$ cat src/shared/hmdp_pkg.sv
// Constants and carriers for the host memory port.
// Assumes one core clock; host pins arrive unsynchronised.
package hmdp_pkg;
  // ==========================================================
  // Core-side register map (data space)
  localparam logic [13:0] HMDP_OVERLAY_ADDR = 14'h3FE0;
  localparam logic [13:0] HMDP_CONFIG_ADDR  = 14'h3FE7;
  localparam logic [13:0] HMDP_ADDRCTL_ADDR = 14'h3FE1;
  localparam logic [13:0] HMDP_CTRL_LOW     = 14'h3FE0;
  // ==========================================================
  // Control word fields
  localparam int HMDP_OVL_FLAG_BIT  = 15;
  localparam int HMDP_SPACE_BIT     = 14;
  localparam int HMDP_ADDR_W        = 14;
  localparam int HMDP_OVL_W         = 8;
  localparam int HMDP_SHORT_RD_BIT  = 14;
  localparam logic [6:0] HMDP_OVL_GAP_ZERO = 7'h00;
  // ==========================================================
  // Legal overlay values on the overlay-capable variant
  localparam logic [7:0] HMDP_OVL_0 = 8'h00;
  localparam logic [7:0] HMDP_OVL_4 = 8'h04;
  localparam logic [7:0] HMDP_OVL_5 = 8'h05;
  // Boot mode strap: C,B,A = 1,0,1
  localparam logic [2:0] HMDP_BOOT_MODE = 3'h5;
  // ==========================================================
  // Reset values
  localparam logic [15:0] HMDP_CFG_RESET  = 16'h0000;
  localparam logic [15:0] HMDP_OVL_RESET  = 16'h0000;
  localparam logic [14:0] HMDP_ADDR_RESET = 15'h0000;

  typedef enum logic [1:0] {
    HMDP_IDLE, HMDP_SYNC, HMDP_MEM, HMDP_DONE
  } hmdp_state_t;

  typedef struct packed {
    logic        space_pm;
    logic [13:0] addr;
  } hmdp_addr_t;

  typedef struct packed {
    logic        req;
    logic        we;
    logic        space_pm;
    logic [13:0] addr;
    logic [23:0] wdata;
  } hmdp_mem_req_t;

  typedef struct packed {
    logic [2:0]  sel_q1;
    logic [2:0]  sel_q2;
    logic [2:0]  sel_q3;
    hmdp_state_t state;
    logic        is_write;
    logic        half;
    hmdp_addr_t  ptr;
    logic [7:0]  ovl_data;
    logic [7:0]  ovl_prog;
    logic [15:0] cfg;
    logic [7:0]  lo_hold;
    logic [15:0] rdata;
    logic [7:0]  rd_hi;
    logic        boot_hold;
    logic [2:0]  mode_cap;
    logic        mode_done;
    logic        ack;
    hmdp_mem_req_t mem;
    logic [15:0] core_rdata;
  } hmdp_state_bundle_t;
endpackage

$ cat src/hdl/hmdp_host_port.sv
// Host memory port: host reaches on-chip program/data memory.
// Assumes single-cycle memory answering in the same cycle as a request.
module hmdp_host_port
  import hmdp_pkg::*;
(
  input  wire logic        clk,
  input  wire logic        reset,
  input  wire logic        port_select_n,
  input  wire logic        address_latch_strobe,
  input  wire logic        host_read_strobe_n,
  input  wire logic        host_write_strobe_n,
  input  wire logic [15:0] host_addr_data_bus_in,
  output logic      [15:0] host_addr_data_bus_out,
  output logic             host_addr_data_bus_oe_n,
  output logic             host_acknowledge_n,
  input  wire logic [2:0]  mode_pins,
  output logic             core_hold,
  output logic             short_read_only,
  output logic [7:0]       data_overlay_select,
  output logic [7:0]       program_overlay_select,
  output hmdp_mem_req_t    mem_req,
  input  wire logic [23:0] mem_rdata,
  input  wire logic        core_wr,
  input  wire logic        core_rd,
  input  wire logic [13:0] core_addr,
  input  wire logic [15:0] core_wdata,
  output logic      [15:0] core_rdata
);
  // ==========================================================
  // Pin synchronisers: bit2 latch, bit1 read, bit0 write
  // Bus data is sampled only after strobes settle through sync,
  // so it needs no synchroniser of its own.
  hmdp_state_bundle_t s_reg;
  hmdp_state_bundle_t s_next;
  logic [2:0]         pins;
  logic               latch_pin;
  logic               read_pin;
  logic               write_pin;
  logic               host_sel;
  logic               latch_fall;
  logic               rd_fall;
  logic               wr_rise;
  logic               strobes_idle;
  logic               ovl_ok;
  logic               ovl_gap_ok;
  logic               core_ovl_ok;
  logic               ctrl_hit;
  logic               pm_first_wr;
  logic               pm_half_rd;
  logic [15:0]        bus;

  // ==========================================================
  // Overlay legality; other values would select absent banks
  function automatic logic ovl_legal(input logic [7:0] v);
    return (v == HMDP_OVL_0) || (v == HMDP_OVL_4)
        || (v == HMDP_OVL_5);
  endfunction

  // ==========================================================
  // Qualified pin levels, sampled by the first stage
  assign host_sel  = ~port_select_n;
  assign latch_pin = address_latch_strobe & host_sel;
  assign read_pin  = ~host_read_strobe_n & host_sel;
  assign write_pin = ~host_write_strobe_n & host_sel;
  assign pins      = {latch_pin, read_pin, write_pin};

  // ==========================================================
  // Edge detectors on the settled stages only
  assign latch_fall   = s_reg.sel_q3[2] & ~s_reg.sel_q2[2];
  assign rd_fall      = ~s_reg.sel_q3[1] & s_reg.sel_q2[1];
  assign wr_rise      = s_reg.sel_q3[0] & ~s_reg.sel_q2[0];
  assign strobes_idle = ~s_reg.sel_q2[1] & ~s_reg.sel_q2[0];

  // ==========================================================
  // Bus decode, valid once the strobe edge is seen
  assign bus         = host_addr_data_bus_in;
  assign ovl_ok      = ovl_legal(bus[7:0]);
  assign ovl_gap_ok  = (bus[14:8] == HMDP_OVL_GAP_ZERO);
  assign core_ovl_ok = ovl_legal(core_wdata[7:0])
                     & ovl_legal(core_wdata[15:8]);

  // ==========================================================
  // Pointer and half-word qualifiers
  assign ctrl_hit    = (s_reg.ptr.addr >= HMDP_CTRL_LOW);
  assign pm_first_wr = s_reg.is_write & s_reg.ptr.space_pm
                     & ~s_reg.half;
  // Set after the first read of a PM word, until its second read
  assign pm_half_rd  = ~s_reg.is_write & s_reg.ptr.space_pm
                     & s_reg.half;

  // ==========================================================
  // Next-state logic
  always_comb begin
    s_next = s_reg;
    s_next.mem.req = 1'b0;
    s_next.core_rdata = 16'h0000;

    // Three-stage shift; only stages two and three feed edges
    s_next.sel_q1 = pins;
    s_next.sel_q2 = s_reg.sel_q1;
    s_next.sel_q3 = s_reg.sel_q2;

    // Strap caught once, after reset release
    if (!s_reg.mode_done) begin
      s_next.mode_cap = mode_pins;
      s_next.mode_done = 1'b1;
      s_next.boot_hold = (mode_pins == HMDP_BOOT_MODE);
    end

    // Host transaction sequencer
    unique case (s_reg.state)
      HMDP_IDLE: begin
        s_next.ack = 1'b1;
        if (latch_fall) begin
          if (bus[HMDP_OVL_FLAG_BIT]) begin
            // Overlay ignored unless gap bits zero and value legal
            if (ovl_gap_ok && ovl_ok) begin
              s_next.ovl_data = bus[7:0];
              s_next.ovl_prog = bus[7:0];
            end
          end else begin
            s_next.ptr.space_pm = bus[HMDP_SPACE_BIT];
            s_next.ptr.addr = bus[HMDP_ADDR_W-1:0];
            s_next.half = 1'b0;
          end
        end else if (rd_fall || wr_rise) begin
          s_next.is_write = wr_rise;
          s_next.ack = 1'b0;
          s_next.state = HMDP_SYNC;
        end
      end

      HMDP_SYNC: begin
        // One cycle reserved for synchronisation
        s_next.state = HMDP_MEM;
        if (pm_first_wr) begin
          // PM write, first word: hold upper 16 bits, no access
          s_next.lo_hold = bus[7:0];
          s_next.rdata = bus;
          s_next.half = 1'b1;
          s_next.state = HMDP_DONE;
        end else if (pm_half_rd) begin
          // Low byte already on the bus; close the word here
          s_next.half = 1'b0;
          s_next.ptr.addr = s_reg.ptr.addr + 14'h0001;
          s_next.state = HMDP_DONE;
        end else begin
          s_next.mem.req = 1'b1;
          s_next.mem.we = s_reg.is_write;
          s_next.mem.space_pm = s_reg.ptr.space_pm;
          s_next.mem.addr = s_reg.ptr.addr;
          // Control block never written from the host side
          if (s_reg.is_write && !s_reg.ptr.space_pm && ctrl_hit) begin
            s_next.mem.req = 1'b0;
          end
          if (s_reg.ptr.space_pm) begin
            s_next.mem.wdata = {s_reg.rdata, bus[7:0]};
          end else begin
            s_next.mem.wdata = {8'h00, bus};
          end
        end
      end

      HMDP_MEM: begin
        if (!s_reg.is_write) begin
          if (s_reg.ptr.space_pm) begin
            s_next.rdata = mem_rdata[23:8];
            s_next.rd_hi = mem_rdata[7:0];
            s_next.half = 1'b1;
          end else begin
            s_next.rdata = mem_rdata[15:0];
            s_next.ptr.addr = s_reg.ptr.addr + 14'h0001;
          end
        end else begin
          s_next.half = 1'b0;
          s_next.ptr.addr = s_reg.ptr.addr + 14'h0001;
          if (s_reg.ptr.space_pm && s_reg.ptr.addr == 14'h0000) begin
            s_next.boot_hold = 1'b0;
          end
        end
        s_next.state = HMDP_DONE;
      end

      HMDP_DONE: begin
        // Wait for strobe release before acknowledging again
        if (strobes_idle) begin
          s_next.ack = 1'b1;
          s_next.state = HMDP_IDLE;
          // First PM read released: low byte goes out next
          if (pm_half_rd) begin
            s_next.rdata = {8'h00, s_reg.rd_hi};
          end
        end
      end
    endcase

    // Core-side register writes; pointer only while port idle
    if (core_wr) begin
      unique case (core_addr)
        HMDP_OVERLAY_ADDR: begin
          if (core_ovl_ok) begin
            s_next.ovl_data = core_wdata[7:0];
            s_next.ovl_prog = core_wdata[15:8];
          end
        end
        HMDP_CONFIG_ADDR: s_next.cfg = core_wdata;
        HMDP_ADDRCTL_ADDR: begin
          if (s_reg.state == HMDP_IDLE && !latch_fall) begin
            s_next.ptr.space_pm = core_wdata[HMDP_SPACE_BIT];
            s_next.ptr.addr = core_wdata[HMDP_ADDR_W-1:0];
            s_next.half = 1'b0;
          end
        end
        default: ;
      endcase
    end

    // Core-side register reads; address control reads as zero
    if (core_rd) begin
      unique case (core_addr)
        HMDP_OVERLAY_ADDR: begin
          s_next.core_rdata = {s_reg.ovl_prog, s_reg.ovl_data};
        end
        HMDP_CONFIG_ADDR: s_next.core_rdata = s_reg.cfg;
        default: s_next.core_rdata = 16'h0000;
      endcase
    end
  end

  // ==========================================================
  // State register; idle pin levels are zero, so no false edge
  always_ff @(posedge clk or posedge reset) begin
    if (reset) begin
      s_reg.sel_q1     <= '0;
      s_reg.sel_q2     <= '0;
      s_reg.sel_q3     <= '0;
      s_reg.state      <= HMDP_IDLE;
      s_reg.is_write   <= 1'b0;
      s_reg.half       <= 1'b0;
      s_reg.ptr        <= HMDP_ADDR_RESET;
      s_reg.ovl_data   <= HMDP_OVL_RESET[7:0];
      s_reg.ovl_prog   <= HMDP_OVL_RESET[15:8];
      s_reg.cfg        <= HMDP_CFG_RESET;
      s_reg.lo_hold    <= '0;
      s_reg.rdata      <= '0;
      s_reg.rd_hi      <= '0;
      s_reg.boot_hold  <= 1'b0;
      s_reg.mode_cap   <= '0;
      s_reg.mode_done  <= 1'b0;
      s_reg.ack        <= 1'b0;
      s_reg.mem        <= '0;
      s_reg.core_rdata <= '0;
    end else begin
      s_reg <= s_next;
    end
  end

  // ==========================================================
  // Host-side outputs; host reads rdata: memory data, or the held first word of a PM write
  assign host_addr_data_bus_out  = s_reg.rdata;
  assign host_addr_data_bus_oe_n = ~read_pin;
  // Acknowledge is active low; ready state drives it low
  assign host_acknowledge_n      = ~s_reg.ack;

  // ==========================================================
  // Core-side outputs
  assign core_hold              = s_reg.boot_hold | ~s_reg.mode_done;
  assign short_read_only        = s_reg.cfg[HMDP_SHORT_RD_BIT];
  assign data_overlay_select    = s_reg.ovl_data;
  assign program_overlay_select = s_reg.ovl_prog;
  assign mem_req                = s_reg.mem;
  assign core_rdata             = s_reg.core_rdata;
endmodule

$ cat config.mk
export PLATFORM = sky130hd
export DESIGN_NAME = hmdp_host_port
export DESIGN_NICKNAME = d
export VERILOG_FILES = /design/src/shared/hmdp_pkg.sv /design/src/hdl/hmdp_host_port.sv
export SDC_FILE = /design/constraint.sdc
export NUM_CORES = 1
export LEC_CHECK = 0
export BUFFER_PORTS_ARGS = -buffer_cell sky130_fd_sc_hd__buf_2
export CORE_ASPECT_RATIO = 0.5
export CORE_UTILIZATION = 40
export DETAILED_ROUTE_END_ITERATION = 16
export GPL_TIMING_DRIVEN = 0
export PLACE_DENSITY = 0.68
export SLEW_MARGIN = 10
export SYNTH_ARGS = -nofsm -noshare
export SYNTH_HDL_FRONTEND = slang
export SYNTH_SLANG_ARGS = --single-unit
$ cat constraint.sdc
create_clock -name clk -period 12.8 [get_ports clk]
set_input_delay 0.64 -clock clk [delete_from_list [all_inputs] [get_ports clk]]
set_output_delay 0.64 -clock clk [all_outputs]
set_load 0.1 [all_outputs]
* Word level (Yosys, flattened, before mapping) *
Cells that the tools add are included.
W data, S select, Z words.

storage, ports and cells
  bits in registers = 147
  input bits = 81
  output and inout bits = 93
  word-level logic and storage cells = 151

operators by class
  add/subtract/negate cells = 1
  magnitude comparators = 1
  equal/unequal tests = 19
  multiplexer cells = 50
  bitwise logic cells = 28
  reductions and logical operators = 29

operators with widths
  kind                     number
  $mux W16                 14
  $mux W41                 3
  $mux W14                 4
  $eq A8 B3 Y1 const B     6
  $mux W24                 2
  $mux W48                 1
  $pmux W16 S3             1
  $eq A14 B14 Y1 const B   3
  $pmux W14 S3             1
  $mux W32                 1
  $pmux W16 S2             1
  $logic_not A8 Y1         3
  $not A1 Y1               15
  $add A14 B1 Y14 const B  1
  $ge A14 B14 Y1 const B   1
  $logic_not A14 Y1        1
  $mux W1                  14
  $and A1 B1 Y1            12
  $ne A2 B2 Y1 const B     6
  $reduce_and A3 Y1        4
  $mux W8                  1
  $pmux W2 S4              1
  $logic_not A7 Y1         1
  $logic_or A1 B1 Y1       7
  16 further kinds         24

* Depth between registers and ports, before layout *
Gate-level depths: netlist of run 1.

  word-level depth = 11
  mapped depth = 9
  mapped depth without buffers = 7

* Least setup slack after synthesis of run 1 *
Ideal clock, no wire load.

  path type = register -> register
  from = register s_reg[144] (netlist name)
  to = register s_reg[138] (netlist name)
  setup time = 0.137 ns
  arrival = 1.883 ns
  required time = 12.663 ns
  path slack = 10.781 ns
  cell stages (with the launch flop) = 10
  buffers on the path = 2
  period minus slack after synthesis = 2.019 ns
  path through = dfrtp_1 > inv_1 > ha_1 > buf_6 > nor2b_1 > buf_2 > a22o_1 > o31a_1 > a311oi_2 > a21oi_1

RTL lines
  element                 RTL line               text
  start, declared         hmdp_host_port.sv:33   hmdp_state_bundle_t s_reg;
  start signal, assigned  hmdp_host_port.sv:254  s_reg <= s_next;

==> results of run 1 <==
==> logic make-up after synthesis <==
group	Yosys count
compound gates	160
xor+xnor	2
fa+ha+maj	6
buf+inv	150
flops	144
mux	72
other cells	1
simple gates	190
==> final cells by class <==
| class | instances | area share [%] |
|---|---|---|
| Multi-Input combinational cell | 431 | 32.2 |
| Sequential cell | 144 | 38.8 |
| Inverter | 18 | 0.809 |
| Clock buffer | 18 | 4.63 |
| Clock inverter | 14 | 1.29 |
| Timing Repair Buffer | 174 | 9.63 |
| Tap cell | 240 | 3.24 |
| Buffer | 132 | 9.32 |
==> through the flow <==
step	utilization, %	setup WS, ns
CTS	50.4	10.44
detailed placement	47.4	10.36
floorplan	-	8.29
finish	50.4	10.35
global placement	47.3	6.69
global route	50.4	10.22
==> cell usage after synthesis, types with 15 or more instances <==
cell | count | area (um2)
sky130_fd_sc_hd__buf_2 | 18 | 90.1
sky130_fd_sc_hd__mux2_2 | 57 | 642
sky130_fd_sc_hd__a21oi_1 | 17 | 85.1
sky130_fd_sc_hd__inv_1 | 18 | 67.6
sky130_fd_sc_hd__nand2_1 | 73 | 274
sky130_fd_sc_hd__mux2i_1 | 15 | 150
sky130_fd_sc_hd__nor2_1 | 23 | 86.3
sky130_fd_sc_hd__buf_4 | 90 | 676
sky130_fd_sc_hd__dfrtp_1 | 144 | 3600
sky130_fd_sc_hd__o21ai_0 | 49 | 245
sky130_fd_sc_hd__a22oi_1 | 31 | 233
sky130_fd_sc_hd__nor2b_1 | 19 | 119
sky130_fd_sc_hd__clkbuf_1 | 20 | 75.1
==> layer usage <==
layer  vias up  track usage, %  wire (um)
met3        28            5.51       1670
met4         0            6.55        324
li1       2872               -          -
met5         -               0          0
met2       258            35.0       9670
met1      3092            34.3      10400
==> how the worst min path moves through the flow <==
stage                                        end  slack (ns)  cells after the start
after CTS                 data_overlay_select[6]        0.26                      2
after global placement               s_next[147]        0.33                      0
after global routing               core_rdata[9]        0.28                      2
final                             core_rdata[14]        0.25                      2
after floorplan                      s_next[146]        0.33                      0
after detailed placement             s_next[147]        0.34                      0
==> power breakdown <==
| group | total (mW) | switching (mW) | internal (mW) | leakage (nW) |
|---|---|---|---|---|
| combinational | 1.45 | 1.06 | 0.393 | 2.43 |
| sequential | 0.674 | 0.0927 | 0.581 | 1.89 |
| clock | 0.466 | 0.201 | 0.266 | 0.261 |
==> results_dict.tcl, run 1 <==
set metrics [dict create \
    holdCritPathClass "primary input to asynchronous set/reset pin" \
    finalWirelength_um 22100 \
    clock_skew_ns 0.0129 \
    synth_nets 812 \
    largest_net_degree_at_the_start_of_global_routing 79 \
    share_of_synthesized_area_spent_on_multiplexers_pct 10.5 \
    multi_input_area_um2 2990 \
    post-cts-setup-buffer-count 0 \
    grt_remaining_overflow 0 \
    post-place-cells 1139 \
    layout_worst_path_cycle_share_pct 19.2 \
    antenna_cells_inserted 0 \
    viasPerCell 5.34 \
    p_leak_nw 4.59 \
    cts_tree "yes" \
    cts.path.max_buffers 2 \
    yosys.area_share.simple_pct 13.6 \
    cts.sinks 144 \
    dp.final_hpwl_um 16200 \
    yosys_register_bits 144 \
    final_cell_count_no_fill 1171 \
    core.rowCount 35 \
    final_max_slew_viol_count 0 \
    die_width_um 196 \
    synthesized_area_fraction_occupied_by_adder_cells_pct 0.998 \
    layout_common_cells "191 x sky130_fd_sc_hd__buf_2, 144 x sky130_fd_sc_hd__dfrtp_1, 90 x sky130_fd_sc_hd__buf_4" \
    critical_path_buf_inv_count 2 \
    timing.reg2reg.setup_slack_ns 10.35 \
    worstReg2RegEnd "s_reg[127]" \
    reg2reg_path_depth 8 \
    max_stage_delay_ns 0.48 \
    clock_tree.htree_level_count 4 \
    clk_transition_reported_paths_ns 0.06 \
    floorplan.die_area_um2 19400 \
    complex_gate_fraction_of_the_synthesized_area_pct 14.3 \
    via_count 6250 \
    finalSetupViolCount 0 \
    clk_root_buffer_cell "sky130_fd_sc_hd__clkbuf_16" \
    data_arrival_at_the_endpoint_of_the_critical_path_ns 2.74 \
    syn_to_final_growth_pct 23.3 \
    holdBufCountCts 0 \
    outcome "finished, final reports clean" \
    design.core.area_um2 18400 \
    hold-worst-slack_ns 0.249 \
    rsz0062_at_grt "false" \
    report.final.hold_viol_count 0 \
    ys.flop_type "sky130_fd_sc_hd__dfrtp_1" \
    synth-xor-area-share_pct 0.233 \
    chipHeight_um 99.0 \
    fin_nets 1005 \
    port_buffers 173 \
    layout-drive-gt1-share_pct 41.4 \
    crit-reg2reg-launch "s_reg[144]" \
    worst_setup_path_startpoint "s_reg[144]" \
    period_needed_ns 2.45 \
    cp_cell_sequence "inv_1 > ha_1 > buf_6 > nand3b_1 > a21boi_2 > nand2_1 > a22oi_1 > a21oi_1" \
    antenna_found_initial 0 \
    grt_first_pass_wirelength_um 34500 \
    remaining_drc_errors 0 \
    synth_edf_count 0 \
    drt_pre_antenna_iters 6 \
    worst_path_dominant_cell_family "compound AO/OA/AOI/OAI gates" \
    finish.instance_area_um2 9280 \
    worst_max_slew_pin_slew_ns 0.641 \
    max_clock_freq_mhz 408 \
    finalPower_mw 2.59 \
    ant_nets 0 \
    sequential_share_of_the_synthesized_area_pct 47.9 \
    yosysUniqueCellTypes 65 \
    tritoncts.num_buffers 17 \
    mostFrequentLayoutCell "sky130_fd_sc_hd__buf_2" \
    peakVddDrop_mv 0.200 \
    fillers 1710 \
    dominant_combinational_cell_family_by_area_after_synthesis "compound AO/OA/AOI/OAI gates" \
    postSynthCellCount 725 \
    design.portCount 174 \
    max_cap_violations 0 \
    tns_ns 0 \
    setup.worst_path.end "s_reg[127]" \
    crit_slowest_cell "sky130_fd_sc_hd__nand3b_1" \
    largest_reg_flops 48 \
    postSynthAreaPerCell_um2 10.4 \
    regArea_um2 3600 \
    cp_max_fo 9 \
    critical_path_class "flop to flop" \
    worstSetupEndpointType "flop" \
    drt_iter0_markers 467 \
    worst-endpoint-required_ns 13.08 \
    first_global_vias 5926 \
    cp.depth 8 \
    start_util_pct 40.9 \
    ctsResizeCount 0 \
    ys_async_sr_fraction_pct 100 \
    slew_hr_pct 56.1 \
    cellPowerDensity_nw_per_um2 279 \
    gr-usage-all-layers_pct 23.6 \
    globalplace.congestion 0.875 \
    synth_area_um2 7530 \
    yosys_warnings 0 \
    routed_wire_length_per_instance_um 18.9 \
    dpl-instance-area_um2 8730 \
    skew_pair_late_insertion_delay_ns 0.43 \
    worstSetupStartpointType "flop" \
]
(Power assumes the default switching activity.)
==> run 2, diff against run 1 <==
==> constraint.sdc (replaced) <==
create_clock -name clk -period 2.4 [get_ports clk]
set_input_delay 0.12 -clock clk [delete_from_list [all_inputs] [get_ports clk]]
set_output_delay 0.12 -clock clk [all_outputs]
set_load 0.1 [all_outputs]
==> run 2 against run 1 <==
  * Maximum frequency is 7.6% higher
  * Clock-buffer cell count stayed put
  * Clock power grew to 6.1 times the previous value
  * First-iteration DRC count is 21% lower
  * Combinational power grew to 5.4 times the previous value
  * Critical path type unchanged
  * Critical endpoint is now s_reg[138]
==> results_dict.tcl, run 2 (synthesis results as in run 1) <==
set metrics [dict create \
    outcome "finished, final reports clean" \
    largest_net_degree_at_the_start_of_global_routing 41 \
    cts_tree "yes" \
    finalWirelength_um 22400 \
    finalPower_mw 14.2 \
    layout_common_cells "191 x sky130_fd_sc_hd__buf_2, 144 x sky130_fd_sc_hd__dfrtp_1, 91 x sky130_fd_sc_hd__buf_4" \
    via_count 6292 \
    layout-drive-gt1-share_pct 41.1 \
    design.portCount 174 \
    rsz0062_at_grt "false" \
    drt_pre_antenna_iters 5 \
    power_frac_seq_pct 25.2 \
    cp_max_fo 8 \
    holdCritPathClass "primary input to flop" \
    remaining_drc_errors 0 \
    floorplan.die_area_um2 19400 \
    peakVddDrop_mv 1.16 \
    core.rowCount 35 \
    crit-reg2reg-launch "s_reg[144]" \
    worst_setup_slack_before_clock_tree_synthesis_ns 0.0841 \
    timing.reg2reg.setup_slack_ns 0.12 \
    clk_transition_reported_paths_ns 0.06 \
    skew_pair_late_insertion_delay_ns 0.42 \
    cts.sinks 144 \
    globalplace.congestion 0.857 \
    max_cap_violations 0 \
    worst-endpoint-required_ns 2.68 \
    switchingPower_mw 7.23 \
    hold-worst-slack_ns 0.0157 \
    report.final.hold_viol_count 0 \
    gr-usage-all-layers_pct 23.9 \
    critical_path_class "flop to flop" \
    chipHeight_um 99.0 \
    final_max_slew_viol_count 0 \
    start_util_pct 40.9 \
    p_leak_nw 4.77 \
    fillers 1705 \
    ant_nets 0 \
    clock_skew_ns 0.0115 \
    worstReg2RegEnd "s_reg[138]" \
    period_needed_ns 2.28 \
    routed_wire_length_per_instance_um 18.8 \
    worst_max_slew_pin_slew_ns 0.804 \
    clk_root_buffer_cell "sky130_fd_sc_hd__clkbuf_16" \
    worstSetupStartpointType "flop" \
    cts.path.max_buffers 2 \
    tritoncts.num_buffers 17 \
    drt_iter0_markers 371 \
    viasPerCell 5.26 \
    p_clk_share_pct 19.9 \
    cellPowerDensity_nw_per_um2 1480 \
    max_clock_freq_mhz 439 \
    first_global_vias 6237 \
    reg2reg_path_depth 9 \
    hold_path_startpoint "core_wdata[4]" \
    grt_first_pass_wirelength_um 35000 \
    worstSetupEndpointType "flop" \
    data_arrival_at_the_endpoint_of_the_critical_path_ns 2.56 \
    mostFrequentLayoutCell "sky130_fd_sc_hd__buf_2" \
    hold-path-cell-count 2 \
    multi_input_area_um2 3010 \
    cellInternalPower_mw 7.02 \
    grt_remaining_overflow 0 \
    syn_to_final_growth_pct 28.3 \
    die_width_um 196 \
    antenna_found_initial 0 \
    power_switching_share_pct 50.7 \
    port_buffers 173 \
    finalSetupViolCount 0 \
    layout_worst_path_cycle_share_pct 95.0 \
    design.core.area_um2 18400 \
    dp.final_hpwl_um 16500 \
    largest_reg_flops 48 \
    clock_tree.htree_level_count 4 \
    combPwrFrac_pct 54.9 \
    regArea_um2 3600 \
    antenna_cells_inserted 0 \
    fin_nets 1033 \
    slew_hr_pct 46.3 \
    hold_end "s_reg[99]" \
    postLayoutSetupSlackWorst_ns 0.121 \
]
[run 2: worst max-delay path by stage]
stage / start / slack [ns] / to
6_report: s_reg[144] / 0.12 / s_reg[138]
5_1_grt: s_reg[144] / 0.02 / s_reg[138]
4_1_cts: s_reg[144] / 0.03 / s_reg[127]
3_5_place_dp: s_reg[144] / 0.08 / s_reg[127]
3_3_place_gp: reset / -0.51 / core_rdata[9]
2_1_floorplan: s_reg[144] / 0.38 / s_reg[138]
[run 2: layout make-up]
cell class	count	area share, %
Tap cell	240	3.11
Inverter	18	0.739
Clock buffer	18	4.55
Buffer	132	8.99
Clock inverter	12	1.92
Multi-Input combinational cell	431	31.1
Sequential cell	144	37.3
Timing Repair Buffer	202	12.3
[run 2: through the flow]
step           cells  area (um2)  utilization, %  setup TNS (ns)
2_1_floorplan    725        7530               -               0
3_3_place_gp    1138        8700            47.3          -69.86
3_5_place_dp    1141        8760            47.6               0
4_1_cts         1196        9630            52.4               0
5_1_grt         1197        9660            52.5               0
6_report        1197        9660            52.5               0
[run 2: per-layer routing]
metal  GRT usage (%)  routed length (um)  up-vias
li1                -                   -     2941
met1            33.2               10300     3080
met2            37.1               10100      244
met3            5.99                1720       27
met4            7.03                 314        0
met5               0                   0        -
[run 2: repair_timing]
item / CTS / global route
hold endpoints to repair: 61 / 0
setup buffers: 0 / 1
setup endpoints to repair: 0 / 24
gates resized for setup: 0 / 9
hold buffers: 25 / 0
[run 2: power groups by stage]
| stage | Combinational (mW) | Sequential, mW | Clock (mW) |
|---|---|---|---|
| 2_1_floorplan | 6.37 | 3.44 | 0 |
| 3_3_place_gp | 7.62 | 3.60 | 0 |
| 3_5_place_dp | 7.71 | 3.62 | 0 |
| 4_1_cts | 7.76 | 3.59 | 2.89 |
| 5_1_grt | 8.26 | 3.67 | 2.99 |
| 6_report | 7.82 | 3.60 | 2.83 |
[run 2: worst max-delay path: stages, from the launching register on]
cell,delay [ns]
sky130_fd_sc_hd__dfrtp_1,0.41
sky130_fd_sc_hd__inv_1,0.08
sky130_fd_sc_hd__ha_1,0.21
sky130_fd_sc_hd__buf_6,0.13
sky130_fd_sc_hd__nor2b_1,0.12
sky130_fd_sc_hd__buf_2,0.19
sky130_fd_sc_hd__a22o_4,0.31
sky130_fd_sc_hd__o31a_1,0.29
sky130_fd_sc_hd__a311oi_2,0.29
sky130_fd_sc_hd__a21oi_1,0.10
==> run 3, diff against run 2 <==
--- a/config.mk
+++ b/config.mk
@@ -6,11 +6,13 @@
 export NUM_CORES = 1
 export LEC_CHECK = 0
 export BUFFER_PORTS_ARGS = -buffer_cell sky130_fd_sc_hd__buf_2
+export CELL_PAD_IN_SITES_DETAIL_PLACEMENT = 0
+export CELL_PAD_IN_SITES_GLOBAL_PLACEMENT = 1
 export CORE_ASPECT_RATIO = 0.5
 export CORE_UTILIZATION = 40
 export DETAILED_ROUTE_END_ITERATION = 16
 export GPL_TIMING_DRIVEN = 0
-export PLACE_DENSITY = 0.68
+export PLACE_DENSITY = 0.83
 export SLEW_MARGIN = 10
 export SYNTH_ARGS = -nofsm -noshare
 export SYNTH_HDL_FRONTEND = slang
==> run 3 against run 2 <==
  * Via count up 1.4%
  * Clock power about the same
  * Global-route usage up 0.79 points
  * Critical path depth down 1
  * Design area up 0.47%
  * First-iteration DRC count up 5.4%
  * Critical path type unchanged
==> results_dict.tcl, run 3 (synthesis results as in run 1) <==
set metrics [dict create \
    outcome "finished, final reports clean" \
    postLayoutSetupSlackWorst_ns 0.109 \
    antenna_cells_inserted 0 \
    cts_tree "yes" \
    worst_max_slew_pin_slew_ns 0.697 \
    period_needed_ns 2.29 \
    data_arrival_at_the_endpoint_of_the_critical_path_ns 2.60 \
    clock_tree.htree_level_count 4 \
    worstSetupStartpointType "flop" \
    layout-drive-gt1-share_pct 41.0 \
    finish.instance_area_um2 9700 \
    clk_transition_reported_paths_ns 0.07 \
    dpl-instance-area_um2 8780 \
    cts.path.max_buffers 2 \
    die_width_um 196 \
    design.core.area_um2 18400 \
    remaining_drc_errors 0 \
    layout_common_cells "191 x sky130_fd_sc_hd__buf_2, 144 x sky130_fd_sc_hd__dfrtp_1, 91 x sky130_fd_sc_hd__buf_4" \
    globalplace.congestion 0.851 \
    drt_pre_antenna_iters 5 \
    clock_skew_ns 0.0138 \
    cellInternalPower_mw 7.05 \
    clk_root_buffer_cell "sky130_fd_sc_hd__clkbuf_16" \
    p_clk_share_pct 20.0 \
    dp.final_hpwl_um 17000 \
    skew_pair_late_insertion_delay_ns 0.43 \
    antenna_found_initial 0 \
    fillers 1708 \
    viasPerCell 5.32 \
    design.portCount 174 \
    cts.sinks 144 \
    drt_iter0_markers 391 \
    peakVddDrop_mv 1.59 \
    finalSetupViolCount 0 \
    via_count 6379 \
    chipHeight_um 99.0 \
    tritoncts.num_buffers 17 \
    max_stage_delay_ns 0.47 \
    grt_first_pass_wirelength_um 36500 \
    worstSetupEndpointType "flop" \
    power_switching_share_pct 50.7 \
    cp_max_fo 10 \
    fin_nets 1035 \
    cellPowerDensity_nw_per_um2 1470 \
    max_clock_freq_mhz 436 \
    power_frac_seq_pct 25.3 \
    finalCoreUtilization_pct 52.7 \
    slew_hr_pct 52.2 \
    gr-usage-all-layers_pct 24.7 \
    floorplan.die_area_um2 19400 \
    report.final.hold_viol_count 0 \
    p_leak_nw 4.78 \
    largest_net_degree_at_the_start_of_global_routing 37 \
    combPwrFrac_pct 54.7 \
    worst-endpoint-required_ns 2.71 \
    grt_remaining_overflow 0 \
    critical_path_class "flop to flop" \
    layout_worst_path_cycle_share_pct 95.5 \
    start_util_pct 40.9 \
    worst_setup_slack_before_clock_tree_synthesis_ns 0.0804 \
    holdCritPathClass "primary input to flop" \
    switchingPower_mw 7.24 \
    first_global_vias 6482 \
    core.rowCount 35 \
    cp_cell_sequence "ha_1 > buf_2 > nor2_1 > clkbuf_1 > a41oi_1 > o31ai_1 > o211ai_1 > o21a_1" \
    finalWirelength_um 23100 \
    port_buffers 173 \
    largest_reg_flops 48 \
    max_cap_violations 0 \
    routed_wire_length_per_instance_um 19.2 \
    crit_slowest_cell "sky130_fd_sc_hd__clkbuf_1" \
    final_max_slew_viol_count 0 \
    syn_to_final_growth_pct 28.9 \
    mostFrequentLayoutCell "sky130_fd_sc_hd__buf_2" \
    ant_nets 0 \
]
[run 3: power by group through the flow]
stage	clock network, mW	logic, mW	registers [mW]
final	2.86	7.81	3.61
after global routing	3.03	8.28	3.69
after CTS	2.92	7.78	3.60
after detailed placement	0	7.72	3.63
after global placement	0	7.62	3.61
after floorplan	0	6.37	3.44
[run 3: routing by layer]
| metal | up-vias | global-route usage, % | part of all wire [%] |
|---|---|---|---|
| met5 | - | 0 | 0 |
| met4 | 0 | 7.69 | 1.4 |
| met3 | 22 | 5.24 | 6.4 |
| met2 | 248 | 38.5 | 45 |
| met1 | 3171 | 34.6 | 47 |
| li1 | 2938 | - | - |
[run 3: path summary, 6_finish.rpt]
check / to / slack [ns] / cells past startpoint / from
setup / recovery: s_reg[134] / 0.11 / 8 / s_reg[144]
hold / removal: s_reg[106] / 0.009 / 2 / core_wdata[11]
setup reg to reg: s_reg[134] / 0.11 / 8 / s_reg[144]
hold reg to reg: s_next[146] / 0.34 / 0 / s_next[149]
max in group asynchronous: s_next[150] / 1.26 / 5 / reset
min in group asynchronous: core_rdata[6] / 0.31 / 3 / reset
[run 3: timing repair]
action / in CTS / in global routing
hold endpoints to repair: 55 / 0
setup endpoints to repair: 0 / 24
setup buffers: 0 / 1
hold buffers: 26 / 0
resized for setup: 0 / 7
[run 3: cell type report]
class / count / area (um2) / share of cell area (%)
timing repair buffer: 204 / 1220 / 12.6
tap: 240 / 300 / 3.10
clock inverter: 12 / 180 / 1.86
inverter: 18 / 71.3 / 0.735
sequential: 144 / 3600 / 37.1
clock buffer: 19 / 453 / 4.67
multi-input combinational: 431 / 3010 / 31.0
buffer: 132 / 867 / 8.94
[run 3: worst max-delay path, delay by kind of cell, from the launching register on]
kind                       cells  cell delay [ns]
AOI/OAI and AO/OA              4             0.67
adders and majority gates      1             0.24
DFF                            1             0.42
and+or+nand+nor                1             0.19
buffers and inverters          2             0.67
[run 3: per-stage QoR]
stage           TNS (ns)  hold slack, ns  power, mW  cells
2_1_floorplan          0           0.181       9.82    725
6_report               0         0.00926       14.3   1200
4_1_cts                0         0.00105       14.3   1199
3_5_place_dp           0           0.217       11.4   1142
3_3_place_gp      -60.45           0.272       11.2   1138
5_1_grt        -0.000438         0.00959       15.0   1200
